===== src/hdl/rate_cfg_regs.vh =====
// register map, field layout and timing constants of the rate config block
`ifndef RATE_CFG_REGS_VH
`define RATE_CFG_REGS_VH

// register indices; byte address is four times the index
`define PRI_CFG_IDX        8'h32
`define SEC_CFG_IDX        8'h33
`define STATUS_IDX         8'h38
`define PRI_CFG_ADDR       10'h0c8
`define SEC_CFG_ADDR       10'h0cc
`define STATUS_ADDR        10'h0e0
`define ADDR_W             10

`define CFG_RESET          8'h00
`define CODE_MSB           7
`define CODE_LSB           2
`define TOL_BIT            1
`define MODE_BIT           0
`define CODE_W             6

// status layout
`define ST_PRI_CODE_LSB    0
`define ST_PRI_VALID_BIT   6
`define ST_SEC_CODE_LSB    8
`define ST_SEC_VALID_BIT   14
`define ST_MANUAL_BIT      16

// htrans values, hsize word
`define HTRANS_NONSEQ      2'h2
`define HSIZE_WORD         3'h2

// rate codes
`define CODE_AUTO          6'h00
`define CODE_FIRST         6'h01
`define CODE_LAST          6'h28

// timing: clock rate in Hz, every standard rate is BASE/divisor
`define MCLK_HZ            56'h00000001312d00
`define RATE_BASE_HZ       56'h000000002ee000
`define PCT_SCALE          56'h00000000000064
`define TOL_NARROW_PCT_LO  56'h00000000000063
`define TOL_NARROW_PCT_HI  56'h00000000000065
`define TOL_WIDE_PCT_LO    56'h0000000000005f
`define TOL_WIDE_PCT_HI    56'h00000000000069
// accepted band of an explicit code: 0.8728 .. 1.03 of typical
`define BAND_LO_NUM        56'h00000000002218
`define BAND_LO_DEN        56'h00000000002710
`define BAND_HI_NUM        56'h00000000000067
`define BAND_HI_DEN        56'h00000000000064

`endif


===== src/hdl/rate_classifier.v =====
// one port's frame-rate measurement and standard rate classification
`timescale 1ns/1ns
`include "rate_cfg_regs.vh"
module rate_classifier #(
  parameter CNT_W = 16
) (
  input  wire                mclk,      // device clock
  input  wire                rst_n,     // synchronised reset
  input  wire                ce,        // clock enable
  input  wire                fs_rise,   // frame start pulse
  input  wire [`CODE_W-1:0]  code,      // programmed rate code
  input  wire                tol_wide,  // 5% when set, else 1%
  output reg  [`CODE_W-1:0]  rate_q,    // resolved rate code
  output reg                 valid_q    // rate accepted
);
  localparam [1:0] S_IDLE = 2'b01;
  localparam [1:0] S_SCAN = 2'b10;
  localparam [CNT_W-1:0] CNT_MAX = {CNT_W{1'b1}};

  reg [1:0]         state_q;
  reg [CNT_W-1:0]   cnt_q;
  reg [CNT_W-1:0]   period_q;
  reg [`CODE_W-1:0] idx_q;
  reg [10:0]        div;

  // standard rates are 3.072 MHz divided by this
  always @* begin
    case (idx_q)
      6'h01: div = 11'h004; 6'h02: div = 11'h005; 6'h03: div = 11'h006;
      6'h04: div = 11'h007; 6'h05: div = 11'h008; 6'h06: div = 11'h009;
      6'h07: div = 11'h00a; 6'h08: div = 11'h00c; 6'h09: div = 11'h00e;
      6'h0a: div = 11'h010; 6'h0b: div = 11'h012; 6'h0c: div = 11'h014;
      6'h0d: div = 11'h018; 6'h0e: div = 11'h01c; 6'h0f: div = 11'h020;
      6'h10: div = 11'h024; 6'h11: div = 11'h028; 6'h12: div = 11'h030;
      6'h13: div = 11'h038; 6'h14: div = 11'h040; 6'h15: div = 11'h048;
      6'h16: div = 11'h050; 6'h17: div = 11'h060; 6'h18: div = 11'h070;
      6'h19: div = 11'h080; 6'h1a: div = 11'h090; 6'h1b: div = 11'h0a0;
      6'h1c: div = 11'h0c0; 6'h1d: div = 11'h0e0; 6'h1e: div = 11'h100;
      6'h1f: div = 11'h120; 6'h20: div = 11'h140; 6'h21: div = 11'h180;
      6'h22: div = 11'h1c0; 6'h23: div = 11'h200; 6'h24: div = 11'h240;
      6'h25: div = 11'h280; 6'h26: div = 11'h300; 6'h27: div = 11'h380;
      6'h28: div = 11'h400;
      default: div = 11'h000;
    endcase
  end

  // measured rate vs typical: compare period*base against clock*divisor
  wire [55:0] pb  = {{(56-CNT_W){1'b0}}, period_q} * `RATE_BASE_HZ;
  wire [55:0] fd  = `MCLK_HZ * {45'h0, div};
  wire [55:0] plo = tol_wide ? `TOL_WIDE_PCT_LO : `TOL_NARROW_PCT_LO;
  wire [55:0] phi = tol_wide ? `TOL_WIDE_PCT_HI : `TOL_NARROW_PCT_HI;
  wire in_tol  = (pb * `PCT_SCALE >= fd * plo) &&
                 (pb * `PCT_SCALE <= fd * phi);
  wire in_band = (fd * `BAND_LO_DEN >= pb * `BAND_LO_NUM) &&
                 (fd * `BAND_HI_DEN <= pb * `BAND_HI_NUM);
  wire is_auto  = (code == `CODE_AUTO);
  wire reserved = (code > `CODE_LAST);

  always @(posedge mclk or negedge rst_n) begin
    if (!rst_n) begin
      state_q  <= S_IDLE;
      cnt_q    <= {CNT_W{1'b0}};
      period_q <= {CNT_W{1'b0}};
      idx_q    <= `CODE_AUTO;
      rate_q   <= `CODE_AUTO;
      valid_q  <= 1'b0;
    end else if (ce) begin
      if (fs_rise)
        cnt_q <= {CNT_W{1'b0}};
      else if (cnt_q != CNT_MAX)
        cnt_q <= cnt_q + 1'b1;
      // a stalled frame clock drops the lock
      if (cnt_q == CNT_MAX)
        valid_q <= 1'b0;
      case (state_q)
        S_IDLE: begin
          if (fs_rise) begin
            period_q <= cnt_q + 1'b1;
            idx_q    <= is_auto ? `CODE_FIRST : code;
            if (reserved) begin
              rate_q  <= `CODE_AUTO;
              valid_q <= 1'b0;
            end else
              state_q <= S_SCAN;
          end
        end
        S_SCAN: begin
          if (!is_auto) begin
            rate_q  <= idx_q;
            valid_q <= in_band;
            state_q <= S_IDLE;
          end else if (in_tol) begin
            // rates lie over 10% apart, so the first hit is the nearest
            rate_q  <= idx_q;
            valid_q <= 1'b1;
            state_q <= S_IDLE;
          end else if (idx_q == `CODE_LAST) begin
            rate_q  <= `CODE_AUTO;
            valid_q <= 1'b0;
            state_q <= S_IDLE;
          end else
            idx_q <= idx_q + 1'b1;
        end
        default: state_q <= S_IDLE;
      endcase
    end
  end
endmodule // rate_classifier


===== src/hdl/serial_port_rate_config.v =====
// sample-rate configuration and detection for two audio serial ports
`timescale 1ns/1ns
`include "rate_cfg_regs.vh"
module serial_port_rate_config #(
  parameter CNT_W = 16
) (
  input  wire                mclk,            // 20 MHz device clock
  input  wire                nrst,            // async reset, active low
  input  wire                ce,              // clock enable
  input  wire                hsel,            // slave select
  input  wire [31:0]         haddr,           // byte address
  input  wire [1:0]          htrans,          // transfer type
  input  wire                hwrite,          // write when high
  input  wire [2:0]          hsize,           // transfer size
  input  wire [31:0]         hwdata,          // write data
  input  wire                hready,          // bus ready
  output reg                 hreadyout,       // slave ready
  output reg                 hresp,           // always okay
  output reg  [31:0]         hrdata,          // read data
  input  wire                fsync_first,     // primary port frame sync
  input  wire                fsync_second,    // secondary port frame sync
  output wire [`CODE_W-1:0]  first_rate,      // primary resolved code
  output wire                first_valid,     // primary rate accepted
  output wire [`CODE_W-1:0]  second_rate,     // secondary resolved code
  output wire                second_valid,    // secondary rate accepted
  output reg                 manual_clk_q,    // manual clock setup on
  output reg  [`CODE_W-1:0]  first_setup_q,   // auto setup code, primary
  output reg  [`CODE_W-1:0]  second_setup_q   // auto setup code, secondary
);
  localparam [7:0] CFG_RST = `CFG_RESET;
  localparam       NPORT   = 2;

  reg                      rst_a_q;
  reg                      rst_n_q;
  reg  [7:0]               pri_cfg_q;
  reg  [7:1]               sec_cfg_q;
  reg                      wr_pend_q;
  reg  [`ADDR_W-1:0]       wr_addr_q;
  reg  [31:0]              rd_d;
  reg  [31:0]              status;
  wire [NPORT-1:0]         fsync_pin;
  wire [NPORT-1:0]         fs_rise;
  wire [NPORT-1:0]         tol_v;
  wire [NPORT-1:0]         valid_v;
  wire [NPORT*`CODE_W-1:0] code_v;
  wire [NPORT*`CODE_W-1:0] rate_v;

  // reset released through two flops
  always @(posedge mclk or negedge nrst) begin
    if (!nrst) begin
      rst_a_q <= 1'b0;
      rst_n_q <= 1'b0;
    end else begin
      rst_a_q <= 1'b1;
      rst_n_q <= rst_a_q;
    end
  end

  wire [7:0] sec_cfg = {sec_cfg_q, 1'b0};

  // address phase accepted
  wire take    = hsel & hready & (htrans == `HTRANS_NONSEQ);
  wire wr_take = take & hwrite & (hsize == `HSIZE_WORD);
  wire rd_take = take & ~hwrite;
  wire [`ADDR_W-1:0] a_addr = haddr[`ADDR_W-1:0];

  always @* begin
    status                              = 32'h0;
    status[`ST_PRI_CODE_LSB +: `CODE_W] = first_rate;
    status[`ST_PRI_VALID_BIT]           = first_valid;
    status[`ST_SEC_CODE_LSB +: `CODE_W] = second_rate;
    status[`ST_SEC_VALID_BIT]           = second_valid;
    status[`ST_MANUAL_BIT]              = manual_clk_q;
  end

  always @* begin
    case (a_addr)
      `PRI_CFG_ADDR: rd_d = {24'h0, pri_cfg_q};
      `SEC_CFG_ADDR: rd_d = {24'h0, sec_cfg};
      `STATUS_ADDR:  rd_d = status;
      default:       rd_d = 32'h0;
    endcase
  end

  // zero-wait slave, response always okay
  always @(posedge mclk or negedge rst_n_q) begin
    if (!rst_n_q) begin
      hreadyout <= 1'b1;
      hresp     <= 1'b0;
    end else if (ce) begin
      hreadyout <= 1'b1;
      hresp     <= 1'b0;
    end
  end

  // write address held over for the data phase; non-word writes dropped
  always @(posedge mclk or negedge rst_n_q) begin
    if (!rst_n_q) begin
      wr_pend_q <= 1'b0;
      wr_addr_q <= {`ADDR_W{1'b0}};
    end else if (ce) begin
      wr_pend_q <= wr_take;
      if (wr_take)
        wr_addr_q <= a_addr;
    end
  end

  // read data captured at the address phase, so a read right after a
  // write to the same register still returns the old value
  always @(posedge mclk or negedge rst_n_q) begin
    if (!rst_n_q)
      hrdata <= 32'h0;
    else if (ce && rd_take)
      hrdata <= rd_d;
  end

  wire pri_hit = wr_pend_q & (wr_addr_q == `PRI_CFG_ADDR);
  wire sec_hit = wr_pend_q & (wr_addr_q == `SEC_CFG_ADDR);

  // configuration registers written in the data phase
  always @(posedge mclk or negedge rst_n_q) begin
    if (!rst_n_q)
      pri_cfg_q <= CFG_RST;
    else if (ce && pri_hit)
      pri_cfg_q <= hwdata[7:0];
  end

  always @(posedge mclk or negedge rst_n_q) begin
    if (!rst_n_q)
      sec_cfg_q <= CFG_RST[7:1];
    else if (ce && sec_hit)
      sec_cfg_q <= hwdata[7:1];
  end

  wire [`CODE_W-1:0] pri_code = pri_cfg_q[`CODE_MSB:`CODE_LSB];
  wire [`CODE_W-1:0] sec_code = sec_cfg[`CODE_MSB:`CODE_LSB];
  wire pri_tol  = pri_cfg_q[`TOL_BIT];
  wire sec_tol  = sec_cfg[`TOL_BIT];
  wire manual   = pri_cfg_q[`MODE_BIT];

  assign fsync_pin = {fsync_second, fsync_first};
  assign code_v    = {sec_code, pri_code};
  assign tol_v     = {sec_tol, pri_tol};

  genvar p;
  generate
    for (p = 0; p < NPORT; p = p + 1) begin : g_port
      // frame sync pin is asynchronous: two flops, then one for the edge
      reg [2:0] sync_q;
      always @(posedge mclk or negedge rst_n_q) begin
        if (!rst_n_q)
          sync_q <= 3'h0;
        else if (ce)
          sync_q <= {sync_q[1:0], fsync_pin[p]};
      end
      assign fs_rise[p] = sync_q[1] & ~sync_q[2];

      rate_classifier #(
        .CNT_W    (CNT_W)
      ) u_class (
        .mclk     (mclk),
        .rst_n    (rst_n_q),
        .ce       (ce),
        .fs_rise  (fs_rise[p]),
        .code     (code_v[p*`CODE_W +: `CODE_W]),
        .tol_wide (tol_v[p]),
        .rate_q   (rate_v[p*`CODE_W +: `CODE_W]),
        .valid_q  (valid_v[p])
      );
    end
  endgenerate

  assign first_rate   = rate_v[`CODE_W-1:0];
  assign second_rate  = rate_v[2*`CODE_W-1:`CODE_W];
  assign first_valid  = valid_v[0];
  assign second_valid = valid_v[1];

  always @(posedge mclk or negedge rst_n_q) begin
    if (!rst_n_q)
      manual_clk_q <= 1'b0;
    else if (ce)
      manual_clk_q <= manual;
  end

  // in manual mode software owns dividers, so automatic setup is parked
  always @(posedge mclk or negedge rst_n_q) begin
    if (!rst_n_q)
      first_setup_q <= `CODE_AUTO;
    else if (ce) begin
      if (manual)
        first_setup_q <= `CODE_AUTO;
      else if (first_valid)
        first_setup_q <= first_rate;
      else
        first_setup_q <= `CODE_AUTO;
    end
  end

  // the secondary port shares the single manual bit
  always @(posedge mclk or negedge rst_n_q) begin
    if (!rst_n_q)
      second_setup_q <= `CODE_AUTO;
    else if (ce) begin
      if (manual)
        second_setup_q <= `CODE_AUTO;
      else if (second_valid)
        second_setup_q <= second_rate;
      else
        second_setup_q <= `CODE_AUTO;
    end
  end
endmodule // serial_port_rate_config


===== config.mk =====
export PLATFORM = sky130hd
export DESIGN_NAME = serial_port_rate_config
export DESIGN_NICKNAME = d
export VERILOG_FILES = /design/src/hdl/rate_classifier.v /design/src/hdl/serial_port_rate_config.v
export VERILOG_INCLUDE_DIRS = /design/src /design/src/hdl
export SDC_FILE = /design/constraint.sdc
export NUM_CORES = 2
export LEC_CHECK = 0
export BUFFER_PORTS_ARGS = -buffer_cell sky130_fd_sc_hd__buf_2
export CORE_MARGIN = 5
export CORE_UTILIZATION = 41
export CTS_CLUSTER_SIZE = 10
export DETAILED_ROUTE_END_ITERATION = 7
export HOLD_SLACK_MARGIN = 0.08
export SLEW_MARGIN = 20
export SYNTH_ARGS = -nofsm -noshare
export SYNTH_HDL_FRONTEND = slang
export SYNTH_SLANG_ARGS = --single-unit

===== constraint.sdc =====
create_clock -name mclk -period 5.03 [get_ports mclk]
set_input_delay 1.006 -clock mclk [delete_from_list [all_inputs] [get_ports mclk]]
set_output_delay 1.006 -clock mclk [all_outputs]
set_load 0.01 [all_outputs]

**Word level (Yosys, flattened, before mapping)**

Memories as Yosys holds them, arrays and structs flattened.
Cells that the tools add are included.

- Flip-flop bits (word level): 173
- Bits in read-only memories: 1408
- Input port bits: 77
- Output and inout bits: 61
- Word-level logic and storage cells: 188
- Memories: 2

- Add/sub/neg operators: 4
- Multiply operators: 18
- Magnitude comparators: 10
- Equality and inequality tests: 31
- Mux-type cells: 63
- Bitwise operators: 12
- Reductions and logical operators: 24

Memory list:

| memory | depth | width | read ports | clocked after memory_dff | wr ports | RTL line | text |
|---|---|---|---|---|---|---|---|
| (name not given) | 64 | 11 | 1 | 0 | 0 | rate_classifier.v:28 | `case (idx_q)` |
| (name not given) | 64 | 11 | 1 | 0 | 0 | rate_classifier.v:28 |  |

Operators by type and width:

| operator | count |
|---|---|
| $ge A56 B56 Y1 | 4 |
| $le A56 B56 Y1 | 4 |
| $mul A28 B56 Y48 | 4 |
| $mux W6 | 26 |
| $mul A28 B10 Y38 const B | 2 |
| $mul A25 B11 Y36 const B | 2 |
| $mul A28 B5 Y33 const B | 2 |
| $mul A25 B7 Y32 const B | 2 |
| $mux W16 | 4 |
| $mul A25 B5 Y30 const B | 2 |
| $mul A17 B11 Y28 const A | 2 |
| $pmux W17 S3 | 1 |
| $eq A10 B8 Y1 const B | 5 |
| $mul A16 B9 Y25 const B | 2 |
| $pmux W6 S2 | 4 |
| $add A16 B1 Y16 const B | 2 |
| $eq A16 B16 Y1 const B | 2 |
| $ne A16 B16 Y1 const B | 2 |
| $mux W2 | 10 |
| $add A6 B1 Y6 const B | 2 |
| $eq A6 B6 Y1 const B | 2 |
| $gt A6 B6 Y1 const B | 2 |
| $logic_not A6 Y1 | 2 |
| $mux W1 | 12 |
| 18 further kinds | 60 |

**Longest topological paths before layout**

An unclocked memory read counts as a cell.

- Depth after elaboration: 8
- Gate-level depth with buffers: 59
- Depth with buffers taken out: 59

**Cells and area by module**

From an unflattened synthesis, not the netlist that was laid out.

- Cell total of the unflattened synthesis: 8253
- Area total of the unflattened synthesis: 74245.0 µm²

Modules (own cells, without submodules):

| module | times used | cells each | area an instance (µm²) | sequential area each (µm²) |
|---|---|---|---|---|
| rate_classifier (g_port[1].u_class) | 1 | 4003 | 35716.8 | 1177.4 |
| rate_classifier (g_port[0].u_class) | 1 | 4022 | 35714.3 | 1177.4 |
| serial_port_rate_config | 1 | 228 | 2813.9 | 1576.5 |

**Least setup slack after synthesis**

OpenSTA, ideal clock, no wires.

- Kind: register to register
- Start point: reg g_port[1].u_class.idx_q[0]
- End point: reg g_port[1].u_class.valid_q
- Library setup time: 0.076 ns
- Arrival: 12.687 ns
- Slack: -7.734 ns
- Cell stages (with the launch flop): 52
- Buffers on the path: 2
- Cells stage by stage: dfrtp_1 -> clkbuf_1 -> inv_1 -> ha_1 -> o211ai_1 -> a32oi_1 -> or2_2 -> inv_1 -> ha_1 -> ha_1 -> fa_1 -> fa_1 -> inv_1 -> fa_1 -> inv_1 -> ha_1 -> o21a_1 -> o21ai_0 -> [16 not listed] -> nand3_1 -> o211ai_1 -> o41a_1 -> a41oi_2 -> a21o_1 -> o21ai_1 -> xor2_1 -> ha_1 -> nand2_1 -> nor4_2 -> and4_1 -> or3b_1 -> a21boi_1 -> o31ai_4 -> nand2_1 -> a211oi_2 -> o2111ai_1 -> o21ai_1

- Word-level cells in the longest chain between the ends: 8
- Elaborated cells between the ends (all ways): 17
- Those cells by class: mul: 5; order compare: 4; eq/ne: 1; mux: 4; reduce/logical: 2; memory: 1

Ends and longest elaborated chain:

| what | RTL line | text |
|---|---|---|
| from (decl) | rate_classifier.v:23 | `` reg [`CODE_W-1:0] idx_q; `` |
| from (signal assigned) | rate_classifier.v:64 | `` idx_q <= `CODE_AUTO; `` |
| from (signal assigned) | rate_classifier.v:79 | `` idx_q <= is_auto ? `CODE_FIRST : code; `` |
| from (signal assigned) | rate_classifier.v:102 | `idx_q <= idx_q + 1'b1;` |
| $mem_v2 Z64 W11 | -- |  |
| $mul A17 B11 Y28 (no line) | -- |  |
| $mul A28 B56 Y48, on equally long branches | rate_classifier.v:52, rate_classifier.v:53 |  |
| $ge A56 B56 Y1 or $le A56 B56 Y1 (tied branches) | rate_classifier.v:52, rate_classifier.v:53 |  |
| $logic_and A1 B1 Y1 | rate_classifier.v:52 | `` wire in_tol = (pb * `PCT_SCALE >= fd * plo) && `` |
| $mux W1 | rate_classifier.v:92 | `end else if (in_tol) begin` |
| $mux W1 * | rate_classifier.v:88 | `if (!is_auto) begin` |
| $pmux W1 S2 * | rate_classifier.v:75 | `case (state_q)` |
| to (signal assigned) | rate_classifier.v:90 | `valid_q <= in_band;` |
| to (decl) | rate_classifier.v:14 | `output reg valid_q` |

Mark *: on every way between the ends. The rest lies on a longest branch, timed or not.
A chain may end at the register's enable or synchronous reset.

**Worst setup path after layout**

- Start point: reg g_port[1].u_class.idx_q[0]
- End point: reg g_port[1].u_class.idx_q[3]

- Word-level cells in the longest chain between the ends: 7
- Elaborated cells between the ends (all ways): 16
- Those cells by class: add/sub: 1; mul: 3; order compare: 2; eq/ne: 3; mux: 4; reduce/logical: 2; memory: 1

Ends and longest elaborated chain:

| what | RTL line |
|---|---|
| $mem_v2 Z64 W11 | -- |
| $mul A17 B11 Y28 (no line) | -- |
| $mul A28 B56 Y48, on equally long branches | rate_classifier.v:52, rate_classifier.v:53 |
| $ge A56 B56 Y1 or $le A56 B56 Y1 (tied branches) | rate_classifier.v:52, rate_classifier.v:53 |
| $logic_and A1 B1 Y1 | rate_classifier.v:52 |
| $ne A2 B2 Y1 (no line) | -- |
| $reduce_and A6 Y1 (no line) | -- |

Parallel ways exist; a longest one is shown, timed or not. The select of a mux whose other input is x is not followed.

==> summary.md <==
| Metric | Value |
|---|---|
| Die area | 192000 sq um |
| First-pass GRT wire length | 384000 um |
| Post-CTS Hold Buffers | 0 |
| Clock tree from TritonCTS | yes |
| Worst setup SP type | flip-flop |
| CTS sink count | 157 |
| Residual DRC | 0 |
| Failing checks | setup timing |
| Initial antenna violation count | 0 |
| Critical Path End | g_port[1].u_class.idx_q[3] |
| Post-synth top flop | dfrtp_1 |
| Min cycle time layout | 11.71 ns |
| Clock H-tree levels | 4 |
| I/O pin count | 138 |
| Count leader, synth | inv_1 |
| Inserted Clock Buffers | 17 |
| Final Util | 55.8% |
| Adder-cell area share of the yosys netlist | 54.4% |
| Vias in the first global route | 73.1k |
| Fillers | 16.5k |
| Area Growth Syn to Fin | 35.6% |
| Layout cells sized above 1 | 29.4% |
| Largest area contributor in the netlist | ha_1 |
| Crit path from | g_port[1].u_class.idx_q[0] |
| Layout Nets | 13.7k |
| Clk pin slew, worst setup/hold paths | 0.08 ns |
| Synthesized-area fraction occupied by and/or/nand/nor cells | 10.0% |
| CP max-delay cell | fa_1 |
| Worst Setup Path Type | reg2reg |
| RR Startpoint | g_port[1].u_class.idx_q[0] |
| Avg Cell Area, Syn | 8.93 sq um |
| Initial Util | 41.1% |
| Fin crit share | 233% |
| Max cap viols | 0 |
| Ys async rst share | 100% |
| Final hold slack | 0.263 ns |
| DP Cell Count | 13.2k |
| Via density | 5.09 |
| Worst r2r path cells | 52 |
| Clock root buffer | clkbuf_16 |
| Mux share of post-synthesis cell area | 0.805% |
| Worst endpoint data arrival time | 12.07 ns |
| Antenna viol nets, final | 0 |
| Final WL | 239000 um |
| CP most frequent cell | fa_1 |
| Crit end category | flip-flop |
| Final std cells w/o fill | 13.4k |
| Fmax | 85.4 MHz |
| Critical Path RT | 5.40 ns |
| Critical Path Max Stage Delay | 0.51 ns |
| RSZ-0062 raised after global routing | true |
| Worst rel slew slack | 34.4% |
| Seq/Total Area, Yosys | 5.24% |
| Grt total ovfl | 0 |
| Post-synthesis compound-gate area fraction | 14.8% |
| Synth top area share | 27.2% |
| Largest net degree at the start of global routing | 128 |
| Die width | 438 um |
| Max-slew violation count | 0 |
| 1st-pass router iterations | 6 |
| Register-to-register setup slack | -6.68 ns |
| Post-Syn Area | 75000 sq um |
| Largest family of logic cells by synthesized area | adder cells |
| Peak fanout along the critical path | 6 |
| Synth Register Bits | 157 |
| Final hold vios | 0 |
| Final RePlAce weighted congestion | 0.932 |
| Synth cell types | 103 |
| Drt initial violations | 3174 |
| DP Area | 97900 sq um |
| CTS max path bufs | 2 |
| WL per Instance | 17.9 um |
| Post-synth EDFFs | 0 |
| Setup Viol. Count Final | 30 |
| Status | finished, violations left |
| IO Port Bufs | 73 |
| Syn. warnings | 0 |
| Area contributors post-synth | ha_1 27%, fa_1 27%, inv_1 8.4% |
| Clock Latency Late Sink | 0.48 ns |
| Worst-Margin Slew | 0.981 ns |
| Global Route Usage Sum | 24.9% |
| Cells after synthesis | 8405 |
| Final worst slack | -6.68 ns |
| Commonest cells post-synth | 1677 x inv_1, 1634 x ha_1, 1017 x fa_1 |
| FP Rows | 157 |
| Height of the die | 438 um |
| Post-synthesis xor/xnor area fraction | 5.67% |
| Finished Cell Area | 102000 sq um |
| Via count | 68.1k |
| Worst Skew | 0.0294 ns |
| Core Box Area | 182000 sq um |
| Hpwl dp | 214000 um |
| R2r endpoint | g_port[1].u_class.idx_q[3] |
| Hold WC Path Type | reg2async |
[critical path, delay by kind of cell, from the launching register on]
kind            cells  cell delay, ns
compound gates     18            3.48
buf+inv            13            1.27
xor+xnor            1            0.16
simple gates        7            1.50
fa+ha+maj          13            4.66
flops               1            0.48
[metal layers]
layer  global-route usage [%]  part of all wire, %  vias to the layer above
met3                     1.34                  2.1                      364
met5                        0                    0                        -
met4                     9.52                  4.6                        0
li1                         -                    -                    33400
met2                     45.6                   51                     1032
met1                     30.6                   43                    33300
[state kept, by name, indices dropped and copies added (netlist names), 7 cells and up]
name / cells
g_port.u_class.period_q: 32
pri_cfg_q: 8
sec_cfg_q: 7
hrdata: 16
wr_addr_q: 10
g_port.u_class.rate_q: 12
g_port.u_class.idx_q: 12
g_port.u_class.cnt_q: 32
[timing repair]
| item | CTS | global route |
|---|---|---|
| endpoints found under the setup margin | 30 | 30 |
| pin swaps | 246 | 132 |
| gates cloned | 1 | 0 |
| gates resized for setup | 379 | 127 |
| buffers inserted | 91 | 35 |
[worst min-delay path by stage]
stage | start | to | cells past startpoint
after floorplan | rst_a_q | rst_n_q | 0
after global placement | rst_n_q | g_port[1].u_class.idx_q[0] | 0
after detailed placement | rst_n_q | g_port[1].u_class.idx_q[1] | 0
after CTS | nrst | rst_n_q | 1
after global routing | nrst | rst_n_q | 1
final | rst_n_q | g_port[1].u_class.idx_q[1] | 0
[area by class of cell]
class,instances,area (sq um),area share (%)
clock inverters,15,169,0.166
flip-flops and latches,157,3940,3.87
clock buffers,17,425,0.418
repair buffers,2585,19800,19.5
inverters,1679,6350,6.24
multi-input cells,6538,68100,66.9
diodes,1,2.50,0.00246
well taps,2385,2980,2.93
[cells by family after synthesis]
family	after synthesis
muxes	55
other	2
AOI/OAI and AO/OA	1730
buffers and inverters	1785
and+or+nand+nor	1542
DFF	157
xor gates and xnor gates	483
adders and majority gates	2651
[cells in the final DEF, fill, tap and decap left out, types with 46 or more instances in the layout]
cell type  Yosys  routed
xnor2_1      301     277
inv_2          1      55
dfrtp_1      155     147
nor3_1        88      80
ha_4           0      97
nand2b_1      98      95
xor2_1       179     168
ha_1        1634    1520
o21ai_0      404     334
nand2_1      399     372
nor2_1       396     371
nand4_1       73      73
nor2b_1       75      74
o21bai_1      69      68
a21oi_1      462     410
a31oi_1       49      46
a21o_1       228     228
nand3_1      126     113
buf_4         18    2428
fa_1        1017    1006
inv_1       1677    1607
conb_1         2      77
o21ai_1       10      48
buf_6          2      48
and3_1        84      75
o21a_1        86      86
buf_2          4      73
[per-stage QoR]
step | TNS [ns] | setup WS [ns]
after global routing | -209.06 | -7.09
final | -196.73 | -6.68
after CTS | -192.90 | -6.51
after detailed placement | -214.50 | -7.22
after floorplan | -178.18 | -6.46
after global placement | -211.58 | -7.18
Power is not shown: default switching activity piles up to over one toggle a cycle in this logic, so the estimate is an artifact.
